<file path="config.mk">
export PLATFORM = sky130hd
export DESIGN_NAME = ais_input_select
export DESIGN_NICKNAME = d
export VERILOG_FILES = /design/src/logic/ais_pkg.sv /design/src/logic/ais_seq_table.sv /design/src/logic/ais_input_select.sv
export SDC_FILE = /design/constraint.sdc
export NUM_CORES = 1
export LEC_CHECK = 0
export BUFFER_PORTS_ARGS = -buffer_cell sky130_fd_sc_hd__buf_2
export CAP_MARGIN = 20
export CORE_UTILIZATION = 55
export CTS_BUF_LIST = sky130_fd_sc_hd__clkbuf_8
export CTS_CLUSTER_SIZE = 25
export DETAILED_ROUTE_END_ITERATION = 6
export GPL_TIMING_DRIVEN = 1
export HOLD_SLACK_MARGIN = 0.06
export PLACE_DENSITY = 0.82
export SLEW_MARGIN = 20
export SYNTH_ARGS = -nofsm -noshare
export SYNTH_HDL_FRONTEND = slang
export SYNTH_SLANG_ARGS = --single-unit
</file>
<file path="constraint.sdc">
create_clock -name i_clk -period 2.8 [get_ports i_clk]
set_clock_uncertainty 0.2 [all_clocks]
set_input_delay 0.28 -clock i_clk [delete_from_list [all_inputs] [get_ports i_clk]]
set_output_delay 0.28 -clock i_clk [all_outputs]
set_load 0.02 [all_outputs]
</file>
<file path="src/logic/ais_pkg.sv">
// Constants and types for the converter input selection and test mode block.
package ais_pkg;

    // ========================================
    // Register addressing
    localparam logic [1:0] AIS_ADDR_MODE = 2'h0;
    localparam logic [1:0] AIS_ADDR_SYS = 2'h1;
    localparam int AIS_REG_W = 10;

    // ========================================
    // Mode control field positions
    localparam int AIS_MODE_VREF_BIT = 0;
    localparam int AIS_MODE_PD_BIT = 2;
    localparam int AIS_MODE_PICK_LO = 3;
    localparam int AIS_MODE_DIFF_LO = 5;
    localparam int AIS_MODE_SCAN_BIT = 7;
    localparam int AIS_MODE_TEST_LO = 8;

    // ========================================
    // System control field positions
    localparam int AIS_SYS_RESET_BIT = 0;
    localparam int AIS_SYS_SYNC_BIT = 1;
    localparam int AIS_SYS_STROBE_BIT = 6;
    localparam int AIS_SYS_FORMAT_BIT = 7;
    localparam int AIS_SYS_OFFSET_BIT = 8;

    // ========================================
    // Reset values
    localparam logic [9:0] AIS_MODE_RESET = 10'h020;
    localparam logic [9:0] AIS_SYS_RESET = 10'h030;

    // ========================================
    // Analog source codes driven to the multiplexer
    typedef enum logic [2:0] {
        AIS_SRC_A_POS = 3'h0,
        AIS_SRC_A_NEG = 3'h1,
        AIS_SRC_B_POS = 3'h2,
        AIS_SRC_B_NEG = 3'h3,
        AIS_SRC_A_DIFF = 3'h4,
        AIS_SRC_B_DIFF = 3'h5,
        AIS_SRC_NONE = 3'h7
    } ais_src_t;

    typedef enum logic [1:0] {
        AIS_TEST_NORMAL = 2'h0,
        AIS_TEST_REF_POS = 2'h1,
        AIS_TEST_REF_MID = 2'h2,
        AIS_TEST_REF_NEG = 2'h3
    } ais_test_t;

    localparam logic [1:0] AIS_STEP_FIRST = 2'h0;

endpackage

</file>
<file path="src/logic/ais_seq_table.sv">
// Lookup of the analog source for one step of the selected scan sequence.
`timescale 1ns/100ps
module ais_seq_table
    import ais_pkg::*;
(
    // Selection
    input wire logic [4:0] i_sel,
    input wire logic [1:0] i_step,
    // Result
    output ais_src_t o_src,
    output logic [1:0] o_last,
    output logic o_valid
);

    always_comb begin
        o_src = AIS_SRC_NONE;
        o_last = 2'h0;
        o_valid = 1'b1;
        // Selection is {scan, diff_count_high, diff_count_low, input_pick}.
        case (i_sel)
            5'h00: o_src = AIS_SRC_A_POS;
            5'h01: o_src = AIS_SRC_A_NEG;
            5'h02: o_src = AIS_SRC_B_POS;
            5'h03: o_src = AIS_SRC_B_NEG;
            5'h04: o_src = AIS_SRC_A_DIFF;
            5'h05: o_src = AIS_SRC_B_DIFF;
            5'h11: begin
                o_last = 2'h1;
                o_src = (i_step == 2'h0) ? AIS_SRC_A_POS : AIS_SRC_A_NEG;
            end
            5'h12: begin
                o_last = 2'h2;
                o_src = ais_src_t'({1'b0, i_step});
            end
            5'h13: begin
                o_last = 2'h3;
                o_src = ais_src_t'({1'b0, i_step});
            end
            5'h15: begin
                o_last = 2'h1;
                o_src = (i_step == 2'h0) ? AIS_SRC_A_POS : AIS_SRC_B_DIFF;
            end
            5'h16: begin
                o_last = 2'h2;
                case (i_step)
                    2'h0: o_src = AIS_SRC_A_POS;
                    2'h1: o_src = AIS_SRC_A_NEG;
                    default: o_src = AIS_SRC_B_DIFF;
                endcase
            end
            5'h19: begin
                o_last = 2'h1;
                o_src = (i_step == 2'h0) ? AIS_SRC_A_DIFF : AIS_SRC_B_DIFF;
            end
            default: o_valid = 1'b0;
        endcase
    end

endmodule // ais_seq_table

</file>
<file path="src/logic/ais_input_select.sv">
// Control registers, input selection, autoscan sequencing and test source choice.
`timescale 1ns/100ps
// Contract
// Bits 3 and 4 pick input or pair.
// Bit 5 picks single-ended or differential.
// Bits 6 and 7 enable and shape autoscan.
// Plain codes pick single inputs A+,A-,B+,B-.
// Low input pick bit picks A or B pair.
// Scan code 01 alternates A+ and A-.
// Scan code 10 cycles A+, A-, B+.
// Scan code 11 cycles all four inputs.
// Scan diff 01 code 01: A+, B pair.
// Scan diff 01 code 10: A+, A-, B pair.
// Scan diff 10 code 01: A pair, B pair.
// Host writes no reserved selection codes.
// Bits 8 and 9 select test mode.
// Test codes give normal, ref+, midpoint, ref-.
// System register bit layout, write only.
// Address 00 mode, 01 system, others reserved.
// Mode reset value has low diff bit set.
// Scan advances once per conversion, wrapping.
module ais_input_select
    import ais_pkg::*;
(
    // Clock and reset
    input wire logic i_clk,
    input wire logic i_sys_rst,
    // Register write port
    input wire logic i_wr,
    input wire logic [1:0] i_reg_addr,
    input wire logic [AIS_REG_W-1:0] i_wdata,
    // Conversion pacing, one pulse per conversion
    input wire logic i_conv_done,
    // Selection outputs
    output ais_src_t o_src,
    output ais_test_t o_test,
    output logic o_sel_reserved,
    output logic [1:0] o_scan_step,
    // Other mode controls
    output logic o_ext_ref,
    output logic o_power_down,
    // System controls
    output logic o_device_reset,
    output logic o_sync_gen_reset,
    output logic o_strobe_style,
    output logic o_output_format_sel,
    output logic o_offset_cal
);

    // ========================================
    // Register state
    logic [AIS_REG_W-1:0] adc_mode_control;
    logic [AIS_REG_W-1:0] adc_system_control;
    logic [1:0] step;
    logic [AIS_REG_W-1:0] next_mode;
    logic [AIS_REG_W-1:0] next_sys;
    logic [1:0] next_step;
    logic [4:0] sel;
    logic [1:0] last_step;

    // ========================================
    // Decoded fields and write strobes
    logic [1:0] input_pick;
    logic [1:0] diff_count;
    logic scan_on;
    logic device_hold;
    logic mode_wr;
    logic sys_wr;
    logic sys_reset_wr;
    logic step_wrap;
    logic [4:0] next_sel;
    ais_src_t next_tbl_src;
    logic next_sel_valid;

    // ========================================
    // Output register state
    ais_src_t shown_src;
    logic shown_reserved;
    ais_test_t shown_test;
    ais_src_t next_shown_src;
    logic next_shown_reserved;
    ais_test_t next_shown_test;

    // ========================================
    // Field decode
    assign input_pick = adc_mode_control[AIS_MODE_PICK_LO +: 2];
    assign diff_count = adc_mode_control[AIS_MODE_DIFF_LO +: 2];
    assign scan_on = adc_mode_control[AIS_MODE_SCAN_BIT];
    // The device reset bit of the system register freezes the mode register.
    assign device_hold = adc_system_control[AIS_SYS_RESET_BIT];

    // Selection is {scan, diff_count_high, diff_count_low, input_pick_high, input_pick_low}.
    assign sel = {scan_on, diff_count, input_pick};

    // ========================================
    // Write decode
    // Mode writes are refused while the device reset bit holds the mode register.
    assign mode_wr = i_wr && (i_reg_addr == AIS_ADDR_MODE) && !device_hold;
    assign sys_wr = i_wr && (i_reg_addr == AIS_ADDR_SYS);
    assign sys_reset_wr = sys_wr && i_wdata[AIS_SYS_RESET_BIT];

    // A selection without scan has one step, so it wraps on every conversion.
    assign step_wrap = !scan_on || (step >= last_step);

    // ========================================
    // Sequence tables
    // The current selection tells where its sequence ends.
    ais_seq_table u_table (
        .i_sel(sel),
        .i_step(step),
        .o_src(),
        .o_last(last_step),
        .o_valid()
    );

    // The source output is registered from the next selection and step, so it changes
    // on the same edge as the mode register and the step, with no comb path to the pin.
    assign next_sel = {next_mode[AIS_MODE_SCAN_BIT], next_mode[AIS_MODE_DIFF_LO +: 2],
        next_mode[AIS_MODE_PICK_LO +: 2]};

    ais_seq_table u_next_table (
        .i_sel(next_sel),
        .i_step(next_step),
        .o_src(next_tbl_src),
        .o_last(),
        .o_valid(next_sel_valid)
    );

    // ========================================
    // Control register group
    always_comb begin
        next_mode = adc_mode_control;
        next_sys = adc_system_control;
        if (device_hold) begin
            // Device reset holds the mode register at its reset value until cleared.
            next_mode = AIS_MODE_RESET;
        end
        if (mode_wr) begin
            next_mode = i_wdata;
        end
        if (sys_wr) begin
            next_sys = i_wdata;
        end
        if (sys_reset_wr) begin
            // Both registers return to reset values; the reset bit stays set until cleared.
            next_mode = AIS_MODE_RESET;
            next_sys = AIS_SYS_RESET | (AIS_REG_W'(1) << AIS_SYS_RESET_BIT);
        end
    end

    always_ff @(posedge i_clk) begin
        if (i_sys_rst) begin
            adc_mode_control <= AIS_MODE_RESET;
            adc_system_control <= AIS_SYS_RESET;
        end else begin
            adc_mode_control <= next_mode;
            adc_system_control <= next_sys;
        end
    end

    // ========================================
    // Scan step group
    always_comb begin
        next_step = step;
        // A write to the mode register wins over a conversion in the same cycle.
        if (device_hold || mode_wr || sys_reset_wr) begin
            // A new or held selection starts from the first step of its sequence.
            next_step = AIS_STEP_FIRST;
        end else if (i_conv_done) begin
            if (step_wrap) begin
                next_step = AIS_STEP_FIRST;
            end else begin
                next_step = step + 2'h1;
            end
        end
    end

    always_ff @(posedge i_clk) begin
        if (i_sys_rst) begin
            step <= AIS_STEP_FIRST;
        end else begin
            step <= next_step;
        end
    end

    // ========================================
    // Output register group
    always_comb begin
        // A reserved selection shows no source and raises the flag.
        next_shown_src = next_tbl_src;
        next_shown_reserved = !next_sel_valid;
        next_shown_test = ais_test_t'(next_mode[AIS_MODE_TEST_LO +: 2]);
    end

    always_ff @(posedge i_clk) begin
        if (i_sys_rst) begin
            // The mode reset value picks the A pair with normal conversion.
            shown_src <= AIS_SRC_A_DIFF;
            shown_reserved <= 1'b0;
            shown_test <= AIS_TEST_NORMAL;
        end else begin
            shown_src <= next_shown_src;
            shown_reserved <= next_shown_reserved;
            shown_test <= next_shown_test;
        end
    end

    // ========================================
    // Outputs
    assign o_src = shown_src;
    assign o_sel_reserved = shown_reserved;
    assign o_scan_step = step;
    assign o_test = shown_test;
    // Reference and power-down bits pass straight from the mode register.
    assign o_ext_ref = adc_mode_control[AIS_MODE_VREF_BIT];
    assign o_power_down = adc_mode_control[AIS_MODE_PD_BIT];
    assign o_device_reset = adc_system_control[AIS_SYS_RESET_BIT];
    assign o_sync_gen_reset = adc_system_control[AIS_SYS_SYNC_BIT];
    assign o_strobe_style = adc_system_control[AIS_SYS_STROBE_BIT];
    assign o_output_format_sel = adc_system_control[AIS_SYS_FORMAT_BIT];
    assign o_offset_cal = adc_system_control[AIS_SYS_OFFSET_BIT];

endmodule // ais_input_select

</file>
==> impl_table.tex <==
\begin{tabular}{lr}
\hline
Metric & Value \\
\hline
\multicolumn{2}{l}{\textbf{Global routing}} \\
\quad Met2 Track Usage GR & between 40\% and 50\% \\
\quad Final global-route overflow total & 0 \\
\quad GRT busiest layer & met2 \\
\quad Largest net degree at the start of global routing & 18 \\
\quad Vias in the first global route & 1215 \\
\quad Global-route wire length before repair & 5210 um \\
\quad Global routing usage on met1 & about a third \\
\quad Met3 track demand over resource in global routing & roughly 4.6\% \\
\quad Overall Global Routing Usage & between 20\% and 30\% \\
\quad Initial antenna violation count & 0 \\
\multicolumn{2}{l}{\textbf{Clocking}} \\
\quad Clk sink count & 20 \\
\quad CTS HTree Levels & 1 \\
\quad Number of buffers on the longest clock path & 2 \\
\quad Clk Tree Root Cell & clkbuf\_8 \\
\quad TritonCTS clock tree & built \\
\quad CTS resizes & 0 \\
\quad Post-CTS clock slew at the launch and capture registers of the worst setup and hold paths & around 0.080 ns \\
\quad Clock latency on the worst-skew pair & approximately 0.26 ns \\
\quad Number of buffers created by CTS & 3 \\
\multicolumn{2}{l}{\textbf{Pwr}} \\
\quad Power share of the clock group & 41.5\% \\
\quad Part of the power in registers & between 40\% and 50\% \\
\quad Reported leakage power & 0.603 nW \\
\quad Internal power contribution & 0.530 mW \\
\quad Reported net switching power & between 0.15 and 0.2 mW \\
\quad Power share of the combinational group & around 16\% \\
\quad Maximum vdd ir drop & 0.438 mV \\
\quad Total Power & about 0.71 mW \\
\quad Power per Cell Area & $\sim$480 mW/mm2 \\
\quad Net switching fraction of the power & 25.3\% \\
\multicolumn{2}{l}{\textbf{Synth}} \\
\quad Fraction of synthesis flops using an asynchronous set or reset pin & 0\% \\
\quad EDFF count, synth & 0 \\
\quad Simple-gate share of the synthesized area & 36.0\% \\
\quad Compound-gate portion of the synthesized area & a little under a quarter \\
\quad Distinct cells, synth & 45 \\
\quad Yosys Warn Count & 0 \\
\quad Netlist area before placement & between 0.001 and 0.0015 mm2 \\
\quad Post-synthesis share of cell area spent on full adders, half adders and majority gates & 2.77\% \\
\quad Main combinational cell family by area after synthesis & simple AND/OR/NAND/NOR gates \\
\quad Flop and latch count out of synthesis & 20 \\
\quad Synth Net Count & 182 \\
\quad Most used DFF post-synth & dfxtp\_1 \\
\quad Average instance area after synthesis & 7.72 um2 \\
\quad Area share of xor/xnor cells in the synthesized design & roughly 1.4\% \\
\quad Sequential share of the synthesized area & 31.6\% \\
\quad Mux share of post-synthesis cell area & 0\% \\
\quad Post-Synthesis Cells & around 160 \\
\multicolumn{2}{l}{\textbf{Cells and area}} \\
\quad Ant. Diodes & 0 \\
\quad Fill count & 201 \\
\quad Fraction of final layout cells with drive strength greater than 1 & 20.3\% \\
\quad Synth-to-layout area growth & 17.6\% \\
\quad Number of nets in the final layout & 211 \\
\quad Fin cells & 220 \\
\quad Leading cell type in the layout, fill and taps excluded & buf\_2 \\
\quad Most used cells in the layout excluding fill and tap cells & buf\_2, nand2\_1, dfxtp\_1, a21oi\_1, nor2\_1 \\
\quad Final Util & between 60\% and 70\% \\
\multicolumn{2}{l}{\textbf{Timing}} \\
\quad Period Utilization, post-route & a little under nine tenths \\
\quad Setup violators final & 0 \\
\quad Total Negative Setup Slacks & 0 ns \\
\quad Headroom to the max-slew limit & 39.0\% \\
\quad Fin. max-slew vios & 0 \\
\quad Number of hold-slack violations in the final timing report & 0 \\
\quad Final worst-path setup slack & 0.413 ns \\
\quad Final min period & 2.39 ns \\
\quad Max Fclk & 0.419 GHz \\
\quad Worst slew pin tran & 0.911 ns \\
\quad Setup repair after global routing missed its margin & no \\
\multicolumn{2}{l}{\textbf{Worst setup path}} \\
\quad Arrival @ worst endpoint & 2.40 ns \\
\quad Type of element capturing the critical path & register \\
\quad Startpoint kind of the worst setup timing path & register \\
\quad Type of the setup path with the least slack & register to register \\
\quad Required time at the endpoint of the critical path & 2.81 ns \\
\quad Max FO, Critical Path & 7 \\
\multicolumn{2}{l}{\textbf{Die}} \\
\quad Effective utilization at floorplan & 57.8\% \\
\quad Die width & 50.0 um \\
\quad DIE HEIGHT & roughly 50 um \\
\quad I/O Pins & 31 \\
\quad Overall die area & 0.00250 mm2 \\
\quad Floorplan row count & 17 \\
\quad Standard cell core area & 0.00219 mm2 \\
\multicolumn{2}{l}{\textbf{Placement}} \\
\quad Total placed cells including tap cells & 214 \\
\quad Post-placement worst setup slack & 0.301 ns \\
\quad Placer congestion estimate & 0.973 \\
\quad Final HPWL from detailed placement & 2330 um \\
\quad Port Buffer Count & 30 \\
\multicolumn{2}{l}{\textbf{Drt}} \\
\quad DR vias/cell & 6.07 \\
\quad Detailed-route wire length per cell & 14.5 um \\
\quad Detailed-routing iteration count for the pre-antenna-repair pass & 4 \\
\quad DRC violation total after the first TritonRoute iteration & 50 \\
\quad Number of vias after detailed routing & approximately 1300 \\
\quad Antenna Nets Post-Route & 0 \\
\quad Remaining design rule violation count & 0 \\
\quad Overall routed net length & approximately 3200 um \\
\multicolumn{2}{l}{\textbf{Worst hold path}} \\
\quad Worst hold-check path type & primary input to register \\
\multicolumn{2}{l}{\textbf{Outcome}} \\
\quad Result of the run & complete, no violations \\
\multicolumn{2}{l}{\textbf{Run}} \\
\quad Number of violations of the max-capacitance limit & 0 \\
\hline
\end{tabular}
[flip-flops by register name (all words and copies together), names as in the netlist]
| name | count |
|---|---|
| adc_mode_control | 9 |
| adc_system_control | 5 |
| o_scan_step | 2 |
| o_sel_reserved | 1 |
| o_src | 3 |
[through the flow]
stage | instance area [um2] | hold WS (ns)
global placement | 1400 | 0.241
CTS | 1490 | 0.0605
floorplan | 1270 | 0.152
global route | 1490 | 0.0751
finish | 1490 | 0.0566
detailed placement | 1400 | 0.248
[Yosys cell counts (2+ instances only)]
cell	number	area (um2)
o21a_1	2	15.0
and3b_1	2	17.5
a2bb2oi_1	3	26.3
buf_6	2	22.5
nand2b_1	6	37.5
nand3_1	5	25.0
buf_4	2	15.0
and2_1	3	18.8
nor3b_1	5	37.5
and3_1	4	25.0
dfxtp_1	20	400
a22oi_1	4	30.0
a21oi_1	17	85.1
o21ai_0	8	40.0
nand4b_1	2	17.5
o211ai_1	2	15.0
ha_1	2	25.0
clkbuf_1	3	11.3
inv_1	4	15.0
nor2b_1	7	43.8
nand2_1	21	78.8
nor3_1	5	25.0
nor2_1	13	48.8
[path summary, 6_finish.rpt]
path                            depth (start not counted)  slack, ns                          endpoint                             start
worst max-delay path                                    9       0.41               o_src[2]$_SDFF_PP1_    adc_mode_control[6]$_SDFF_PP0_
worst min-delay path                                    3       0.06  adc_mode_control[8]$_SDFFE_PP0P_                        i_wdata[8]
worst max register to register                          9       0.41               o_src[2]$_SDFF_PP1_    adc_mode_control[6]$_SDFF_PP0_
worst min register to register                          2       0.26  adc_mode_control[2]$_SDFFE_PP0P_  adc_mode_control[2]$_SDFFE_PP0P_
[repair_timing]
item                      4_1_cts  5_1_grt
hold buffers                    2        0
buffers inserted                0        0
hold endpoints to repair        2        0
[critical path, stage by stage, from the launching register on]
cell and delay (ns):
dfxtp_1 0.38, maj3_1 0.34, nor2_1 0.11, ha_1 0.24
nor2b_1 0.12, a2bb2oi_1 0.24, and3_1 0.23, a22oi_1 0.09
or2_2 0.30, nand3_1 0.08
[layout make-up]
class	count	area [um2]	area share (%)
clock inverter	1	30.0	2.02
tap	28	35.0	2.35
clock buffer	3	41.3	2.77
inverter	4	15.0	1.01
timing repair buffer	32	170	11.4
multi-input combinational	132	797	53.5
sequential	20	400	26.9
[power by group through the flow]
stage	registers, mW	logic, mW	clock network [mW]
2_1_floorplan	0.317	0.0654	0
3_3_place_gp	0.309	0.106	0
3_5_place_dp	0.310	0.108	0
4_1_cts	0.303	0.111	0.297
5_1_grt	0.305	0.123	0.306
6_report	0.303	0.112	0.295
[per-layer routing]
layer | vias to the layer above | routed length (um)
met2 | 59 | 1550
met1 | 615 | 1310
li1 | 648 | -
met4 | 0 | 83
met3 | 13 | 238
met5 | - | 0
[kinds of logic (layout without fill, tap and decap cells)]
| logic type | after synthesis | count (layout) |
|---|---|---|
| AO/OA/AOI/OAI | 44 | 44 |
| XOR/XNOR | 2 | 2 |
| adder cells (fa/ha/maj) | 3 | 3 |
| buffers and inverters | 12 | 40 |
| AND/OR/NAND/NOR | 83 | 83 |
| flip-flops | 20 | 20 |
(Power assumes the default switching activity.)
